**src/mag_regs_map.svh**
```systemverilog
// register offsets, field positions, reset values for the magnetometer register bank
// assumes avalon-mm byte offsets; each register is one 32-bit word at 4 * index
//
// Contract
// [RQ1] part code reads out only while power control bit zero is set
// [RQ2] read-only eight-bit part code at index 0x40
// [RQ3] index 0x41 reserved, reads zero, writes ignored
// [RQ4] x low: field bits 4:0 in 7:3, zeros 2:1, x self-test in bit 0
// [RQ5] x high: field bits 12:5, completing 13-bit signed x
// [RQ6] y low: field bits 4:0 in 7:3, zeros 2:1, y self-test in bit 0
// [RQ7] y high: field bits 12:5, completing 13-bit y
// [RQ8] z low: field bits 6:0 in 7:1, z self-test bit 0; next holds upper z
// [RQ9] hall low: bits 5:0 in 7:2, zero bit 1, data-ready in bit 0
// [RQ10] read-write xy repetition count, resets to zero
// [RQ11] read-write z repetition count, resets to zero
// [RQ12] unassigned indices from 0x53 read zero, writes ignored
`ifndef MAG_REGS_MAP_SVH
`define MAG_REGS_MAP_SVH

`define IDX_PART_ID      8'h40
`define IDX_RESERVED     8'h41
`define IDX_X_LOW        8'h42
`define IDX_X_HIGH       8'h43
`define IDX_Y_LOW        8'h44
`define IDX_Y_HIGH       8'h45
`define IDX_Z_LOW        8'h46
`define IDX_Z_HIGH       8'h47
`define IDX_HALL_LOW     8'h48
`define IDX_HALL_HIGH    8'h49
`define IDX_INT_FLAGS    8'h4A
`define IDX_POWER_CTRL   8'h4B
`define IDX_OP_CTRL      8'h4C
`define IDX_INT_ENABLES  8'h4D
`define IDX_INT_PIN      8'h4E
`define IDX_LOW_LIMIT    8'h4F
`define IDX_HIGH_LIMIT   8'h50
`define IDX_XY_REP       8'h51
`define IDX_Z_REP        8'h52
`define IDX_EVT_STATUS   8'h60
`define IDX_EVT_MASK     8'h61

`define RST_POWER_CTRL   8'h00
`define RST_OP_CTRL      8'h06
`define RST_INT_ENABLES  8'h07
`define RST_INT_PIN      8'h07
`define RST_LOW_LIMIT    8'h00
`define RST_HIGH_LIMIT   8'h00
`define RST_XY_REP       8'h00
`define RST_Z_REP        8'h00
`define RST_EVT_MASK     8'h00

`define POWER_BIT        0
`define THREE_WIRE_BIT   2
`define SOFT_RESET_MASK  8'h82
`define POWER_WR_MASK    8'h87
`define EVT_READY_BIT    0
`define EVT_FLAGS_BIT    1
`define EVT_COUNT        2

`endif

```
**src/mag_regs_pkg.sv**
```systemverilog
// types for the magnetometer register bank
// assumes mag_regs_map.svh supplies the numeric constants
package mag_regs_pkg;
	typedef enum logic [1:0] {
		bus_idle,
		bus_answer
	} bus_state_t;
endpackage : mag_regs_pkg

```
**src/mag_regs.sv**
```systemverilog
// magnetometer register bank behind an avalon-mm slave with waitrequest
// assumes measurement results arrive on mclk from the sensing engine, with a one-cycle
// result_valid strobe; each register sits in the low byte of its own word
//
// The implementer's own choice: register access over Avalon-MM.
`timescale 1ns/1ns
`include "mag_regs_map.svh"

module mag_regs #(
	parameter logic [7:0] PART_CODE = 8'hA5 // arbitrary neutral value
) (
	// clock and reset
	input  wire logic        mclk,
	input  wire logic        rst_b,
	// avalon-mm slave
	input  wire logic [9:0]  address,
	input  wire logic        read,
	input  wire logic        write,
	input  wire logic [31:0] writedata,
	input  wire logic [3:0]  byteenable,
	output logic      [31:0] readdata,
	output logic             waitrequest,
	// measurement results from the engine
	input  wire logic        result_valid,
	input  wire logic [12:0] x_field,
	input  wire logic [12:0] y_field,
	input  wire logic [14:0] z_field,
	input  wire logic [13:0] hall_resistance,
	input  wire logic [2:0]  self_test_result,
	input  wire logic [7:0]  engine_flags,
	// controls to the engine
	output logic             power_on,
	output logic             three_wire_enable,
	output logic             soft_reset,
	output logic      [7:0]  op_mode,
	output logic      [7:0]  int_enables,
	output logic      [7:0]  int_pin_setup,
	output logic      [7:0]  low_limit,
	output logic      [7:0]  high_limit,
	output logic      [7:0]  xy_repetition_count,
	output logic      [7:0]  z_repetition_count,
	// interrupt
	output logic             irq
);

	mag_regs_pkg::bus_state_t state_q;
	logic [7:0]  index;
	logic        wr_take;
	logic        rd_take;
	logic [7:0]  rd_d;
	logic [12:0] x_q;
	logic [12:0] y_q;
	logic [14:0] z_q;
	logic [13:0] hall_q;
	logic [2:0]  st_q;
	logic        ready_q;
	logic [7:0]  flags_q;
	logic [7:0]  power_q;
	logic [1:0]  evt_status_q;
	logic [1:0]  evt_mask_q;
	logic [1:0]  evt_set;

	// word index; addresses with bits 1:0 set are unaligned and decode as the word
	assign index    = address[9:2];
	assign wr_take  = (state_q == mag_regs_pkg::bus_answer) && write && byteenable[0];
	assign rd_take  = (state_q == mag_regs_pkg::bus_idle) && read;
	assign evt_set  = {result_valid, result_valid};

	// one wait cycle per access keeps read data registered
	always_ff @(posedge mclk or negedge rst_b) begin
		if (!rst_b) begin
			state_q     <= mag_regs_pkg::bus_idle;
			waitrequest <= 1'b1;
		end else begin
			unique case (state_q)
				mag_regs_pkg::bus_idle: begin
					if (read || write) begin
						state_q     <= mag_regs_pkg::bus_answer;
						waitrequest <= 1'b0;
					end
				end
				mag_regs_pkg::bus_answer: begin
					state_q     <= mag_regs_pkg::bus_idle;
					waitrequest <= 1'b1;
				end
			endcase
		end
	end

	// result capture; data-ready sets with a new result, cleared by reading hall low
	always_ff @(posedge mclk or negedge rst_b) begin
		if (!rst_b) begin
			x_q     <= 13'h0000;
			y_q     <= 13'h0000;
			z_q     <= 15'h0000;
			hall_q  <= 14'h0000;
			st_q    <= 3'h7;
			ready_q <= 1'b0;
			flags_q <= 8'h00;
		end else begin
			if (result_valid) begin
				x_q     <= x_field;
				y_q     <= y_field;
				z_q     <= z_field;
				hall_q  <= hall_resistance;
				st_q    <= self_test_result;
				flags_q <= engine_flags;
			end
			// set wins over the read clear
			if (result_valid)
				ready_q <= 1'b1;
			else if (rd_take && index == `IDX_HALL_LOW)
				ready_q <= 1'b0;
		end
	end

	// control registers
	always_ff @(posedge mclk or negedge rst_b) begin
		if (!rst_b) begin
			power_q             <= `RST_POWER_CTRL;
			op_mode             <= `RST_OP_CTRL;
			int_enables         <= `RST_INT_ENABLES;
			int_pin_setup       <= `RST_INT_PIN;
			low_limit           <= `RST_LOW_LIMIT;
			high_limit          <= `RST_HIGH_LIMIT;
			xy_repetition_count <= `RST_XY_REP; // RQ10
			z_repetition_count  <= `RST_Z_REP; // RQ11
			evt_mask_q          <= 2'h0;
		end else if (wr_take) begin
			// unlisted indices, reserved and read-only ones fall through unchanged
			unique case (index)
				`IDX_POWER_CTRL:  power_q             <= writedata[7:0] & `POWER_WR_MASK;
				`IDX_OP_CTRL:     op_mode             <= writedata[7:0];
				`IDX_INT_ENABLES: int_enables         <= writedata[7:0];
				`IDX_INT_PIN:     int_pin_setup       <= writedata[7:0];
				`IDX_LOW_LIMIT:   low_limit           <= writedata[7:0];
				`IDX_HIGH_LIMIT:  high_limit          <= writedata[7:0];
				`IDX_XY_REP:      xy_repetition_count <= writedata[7:0]; // RQ10
				`IDX_Z_REP:       z_repetition_count  <= writedata[7:0]; // RQ11
				`IDX_EVT_MASK:    evt_mask_q          <= writedata[1:0];
				default: begin
				end // RQ3 RQ12
			endcase
		end else if (power_q[7] || power_q[1]) begin
			// soft reset bits self-clear after one cycle
			power_q <= power_q & ~`SOFT_RESET_MASK;
		end
	end

	// sticky event status, write one to clear, set wins
	always_ff @(posedge mclk or negedge rst_b) begin
		if (!rst_b)
			evt_status_q <= 2'h0;
		else if (wr_take && index == `IDX_EVT_STATUS)
			evt_status_q <= (evt_status_q & ~writedata[1:0]) | evt_set;
		else
			evt_status_q <= evt_status_q | evt_set;
	end

	// read mux
	always_comb begin
		rd_d = 8'h00;
		unique case (index)
			`IDX_PART_ID:     rd_d = power_q[`POWER_BIT] ? PART_CODE : 8'h00; // RQ1 RQ2
			`IDX_RESERVED:    rd_d = 8'h00; // RQ3
			`IDX_X_LOW:       rd_d = {x_q[4:0], 2'b00, st_q[0]}; // RQ4
			`IDX_X_HIGH:      rd_d = x_q[12:5]; // RQ5
			`IDX_Y_LOW:       rd_d = {y_q[4:0], 2'b00, st_q[1]}; // RQ6
			`IDX_Y_HIGH:      rd_d = y_q[12:5]; // RQ7
			`IDX_Z_LOW:       rd_d = {z_q[6:0], st_q[2]}; // RQ8
			`IDX_Z_HIGH:      rd_d = z_q[14:7]; // RQ8
			`IDX_HALL_LOW:    rd_d = {hall_q[5:0], 1'b0, ready_q}; // RQ9
			`IDX_HALL_HIGH:   rd_d = hall_q[13:6];
			`IDX_INT_FLAGS:   rd_d = flags_q;
			`IDX_POWER_CTRL:  rd_d = power_q;
			`IDX_OP_CTRL:     rd_d = op_mode;
			`IDX_INT_ENABLES: rd_d = int_enables;
			`IDX_INT_PIN:     rd_d = int_pin_setup;
			`IDX_LOW_LIMIT:   rd_d = low_limit;
			`IDX_HIGH_LIMIT:  rd_d = high_limit;
			`IDX_XY_REP:      rd_d = xy_repetition_count; // RQ10
			`IDX_Z_REP:       rd_d = z_repetition_count; // RQ11
			`IDX_EVT_STATUS:  rd_d = {6'h00, evt_status_q};
			`IDX_EVT_MASK:    rd_d = {6'h00, evt_mask_q};
			default:          rd_d = 8'h00; // RQ12
		endcase
	end

	always_ff @(posedge mclk or negedge rst_b) begin
		if (!rst_b)
			readdata <= 32'h0000_0000;
		else if (rd_take)
			readdata <= {24'h00_0000, rd_d};
	end

	// registered copies for the engine and the interrupt
	always_ff @(posedge mclk or negedge rst_b) begin
		if (!rst_b) begin
			power_on          <= 1'b0;
			three_wire_enable <= 1'b0;
			soft_reset        <= 1'b0;
			irq               <= 1'b0;
		end else begin
			power_on          <= power_q[`POWER_BIT];
			three_wire_enable <= power_q[`THREE_WIRE_BIT];
			soft_reset        <= power_q[7] | power_q[1];
			irq               <= |(evt_status_q & evt_mask_q);
		end
	end

endmodule : mag_regs

```
**config.mk**
```make
export PLATFORM = sky130hd
export DESIGN_NAME = mag_regs
export DESIGN_NICKNAME = d
export VERILOG_FILES = /design/src/mag_regs_pkg.sv /design/src/mag_regs.sv
export VERILOG_INCLUDE_DIRS = /design/src
export SDC_FILE = /design/constraint.sdc
export NUM_CORES = 1
export LEC_CHECK = 0
export BUFFER_PORTS_ARGS = -buffer_cell sky130_fd_sc_hd__buf_4
export CORE_MARGIN = 5
export CORE_UTILIZATION = 30
export DETAILED_ROUTE_END_ITERATION = 6
export HOLD_SLACK_MARGIN = 0.12
export PLACE_DENSITY = 0.51
export SETUP_SLACK_MARGIN = 0.05
export SYNTH_ARGS = -nofsm -noshare
export SYNTH_HDL_FRONTEND = slang
export SYNTH_SLANG_ARGS = --single-unit
```
**constraint.sdc**
```tcl
create_clock -name mclk -period 3.8 [get_ports mclk]
set_input_delay 0.19 -clock mclk [delete_from_list [all_inputs] [get_ports mclk]]
set_output_delay 0.19 -clock mclk [all_outputs]
set_load 0.02 [all_outputs]
```
==> metrics.md <==
| Metric | Value |
|---|---|
| CTS Buf Count | 17 |
| CTS sink count | about 150 |
| Rows | 56 |
| Initial antenna violation count | 0 |
| CP arrival | around 2500 ps |
| Synthesized area | ~7000 sq um |
| Final hold viol count | 0 |
| Adder-Cell Fraction of Synth Area | 0% |
| Synth Register Bits | 145 |
| Clock Latency Late Sink | ~430 ps |
| Max-Cap Viols | 0 |
| Worst Hold Path EP | high_limit[1] |
| Switching Power | 0.00102 W |
| Final setup fails | 0 |
| Worst hold-check path type | input pin to flip-flop |
| Status | finished clean |
| Drc violations | 0 |
| First-pass GRT wire length | 36.0 mm |
| Post-Layout Cell Count | 1125 |
| Critical path fanouts, max | 8 |
| Die H | 163 um |
| Chip Width | 163 um |
| Crit path launch type | flip-flop |
| Clk root buf | clkbuf_16 |
| Detailed-route via count | between 5000 and 6000 |
| Main combinational cell family by area after synthesis | multiplexers |
| Yosys cell types | 58 |
| Initial Util | 30.2% |
| Total track usage | between 10% and 20% |
| Final Util | a little over two fifths |
| TritonCTS clock tree | yes |
| Worst Skew | around 12 ps |
| Final Critical Period | between 2000 and 2500 ps |
| Placed Cells | around 1000 |
| Startpoint of the worst hold path | writedata[1] |
| Internal power | 0.00294 W |
| Crit Path Class | flip-flop to flip-flop |
| Crit path capture type | flip-flop |
| P_leak | 4.46 nW |
| PortBufs | roughly 160 |
| TritonRoute pass-1 iters | 7 |
| Number of synthesized flops with an enable pin | 0 |
| R2R Path End | int_enables[4] |
| Synth Area in Compound Gates | under 10% |
| Area growth syn-to-layout | 39.8% |
| Synth Area in Simple Gates | 8.14% |
| Maximum buffer depth of the clock tree | 2 |
| Iteration-0 DRC Markers | 363 |
| Cell count of the worst reg-to-reg path | 4 |
| Rel. slew slack | 39.0% |
| R2R setup slack | ~1600 ps |
| Via density | 4.91 |
| DIE AREA | about 27000 sq um |
| Slew Viols, Final | 0 |
| # diodes | 0 |
| Cells after Synth | 571 |
| Synth warn | 0 |
| Net Sw Frac | 25.7% |
| Share of cells above drive strength 1 | around 44% |
| Routability Congestion | a little under 0.9 |
| Total core area | 23300 sq um |
| Maximum vdd ir drop | 284 uV |
| Fin Hold WS | 146 ps |
| Final worst path period share | 57.0% |
| Sequential share of the synthesized area | just over 50% |
| Measured slew at the worst slew-check pin | just over 900 ps |
| Pwr per Cell Area | 403 nW/um^2 |
| Largest net degree at the start of global routing | 88 |
| Ys flop type | dfrtp_1 |
| Clock share of power | 44.7% |
| Number of global-route vias before repair | 5899 |
| TNS Setup | 0 ps |
| RSZ-0062 raised after global routing | false |
| Worst EP required | 4110 ps |
| DP HPWL | 16.6 mm |
| Multiplexer share of the synthesized area | around a quarter |
| Syn avg cell area | 12.3 sq um |
| RR Startpoint | state_q[0] |
| Wire per inst | 20.7 um |
| GRT overflow | 0 |
| Fmax | approximately 0.46 GHz |
| Combinational Power Share | about an eighth |
| Post-CTS resize count | 0 |
| DRT Wirelength | about 23 mm |
| Clock slew seen by the registers of the worst setup and hold paths | 60 ps |
| Worst hold path cell count | 2 |
| Post-route ant nets | 0 |
| Ports | 210 |
| Fraction of registers with async set/reset | 100% |
| H-Tree Level Count | 4 |
| Reg power frac | 42.5% |
| Nets | a little over 900 |
| XOR/XNOR Fraction of Synth Area | 0% |
metal layers:
| layer | up-vias | routed length (um) | track usage, % | part of all wire, % |
|---|---|---|---|---|
| met5 | - | 0 | 0 | 0 |
| met4 | 0 | 471 | 5.72 | 2.0 |
| met3 | 31 | 1440 | 3.79 | 6.2 |
| met2 | 209 | 11000 | 28.5 | 47 |
| met1 | 2784 | 10400 | 24.4 | 45 |
| li1 | 2504 | - | - | - |
registers in the layout, summed over array words and instances (netlist names), 13 cells and up:
register / count
hall_q: 14
y_q: 13
x_q: 13
z_q: 15
placed cells by master (no fill, tap or decap), drive strengths merged, types with 3 or more instances in the layout:
cell type and n:
buf 164, mux2 134, dfrtp 133, dlygate4sd3 78, nand2 35, mux2i 29
conb 24, o21ai 22, clkbuf 18, nand3 18, nor2 13, dfstp 12
a21oi 9, nor3 9, a22oi 7, a32oi 7, inv 7, nor2b 6
and3 5, a21o 5, nand2b 5, a211oi 5, a221oi 5, o22ai 5
a22o 4, clkinvlp 4, clkinv 4, or2 3, a31oi 3, bufinv 3
nor4 3
worst max path at each step:
stage / start / end / cells past startpoint
after floorplan: address[7] / int_enables[3] / 6
after global placement: address[7] / int_enables[3] / 6
after detailed placement: address[7] / int_enables[7] / 6
after CTS: state_q[0] / int_enables[4] / 4
after global routing: state_q[0] / xy_repetition_count[3] / 4
final: state_q[0] / int_enables[4] / 4
critical path: stages, from the launching register on:
cell	delay [ps]
dfrtp_1	430
and3_1	420
nand2_2	160
nor2_2	620
mux2_2	420
synth_stat cells, types with 6 or more instances:
| master | n | area share (%) |
|---|---|---|
| a32oi_1 | 7 | 0.87 |
| nand2_1 | 34 | 1.8 |
| buf_4 | 24 | 2.6 |
| mux2_2 | 132 | 21 |
| clkbuf_1 | 29 | 1.5 |
| o21ai_0 | 22 | 1.6 |
| a22oi_1 | 7 | 0.75 |
| a21oi_1 | 9 | 0.64 |
| nand3_1 | 16 | 1.1 |
| mux2i_1 | 29 | 4.1 |
| dfrtp_1 | 133 | 47 |
| nor3_1 | 7 | 0.50 |
| dfstp_2 | 12 | 4.5 |
| nor2_1 | 11 | 0.59 |
| nor2b_1 | 6 | 0.53 |
stage by stage:
stage          area (sq um)  worst slack (ps)  power, W
2_1_floorplan          7110              1750   0.00196
3_3_place_gp           8420              1260   0.00215
3_5_place_dp           8420              1220   0.00216
4_1_cts                9820              1620   0.00401
5_1_grt                9820              1490   0.00413
6_report               9820              1630   0.00396
final cells by class:
type                    count  area, sq um
clock buffers              18          439
repair buffers            242         2020
fillers                  2235        13400
well taps                 319          399
clock inverters            14          180
flip-flops and latches    145         3640
inverters                   4         15.0
multi-input cells         383         3130
power groups by stage:
stage               sequential, W  combinational, W  clock [W]
floorplan                 0.00171          0.000247          0
detailed placement        0.00171          0.000446          0
global placement          0.00171          0.000438          0
finish                    0.00168          0.000506    0.00177
CTS                       0.00168          0.000511    0.00182
global route              0.00170          0.000548    0.00189
repair_timing:
action,in CTS,in global routing
endpoints found under the setup margin,0,0
hold endpoints to repair,194,0
buffers inserted,0,0
hold buffers,78,0
kinds of logic (layout without fill, tap and decap cells):
group,count (synthesis),count (layout)
AOI/OAI and AO/OA,88,88
DFF,145,145
buffers and inverters,66,278
muxes,165,165
other,1,24
and+or+nand+nor,106,106
Power figures use the tool's default switching activity.
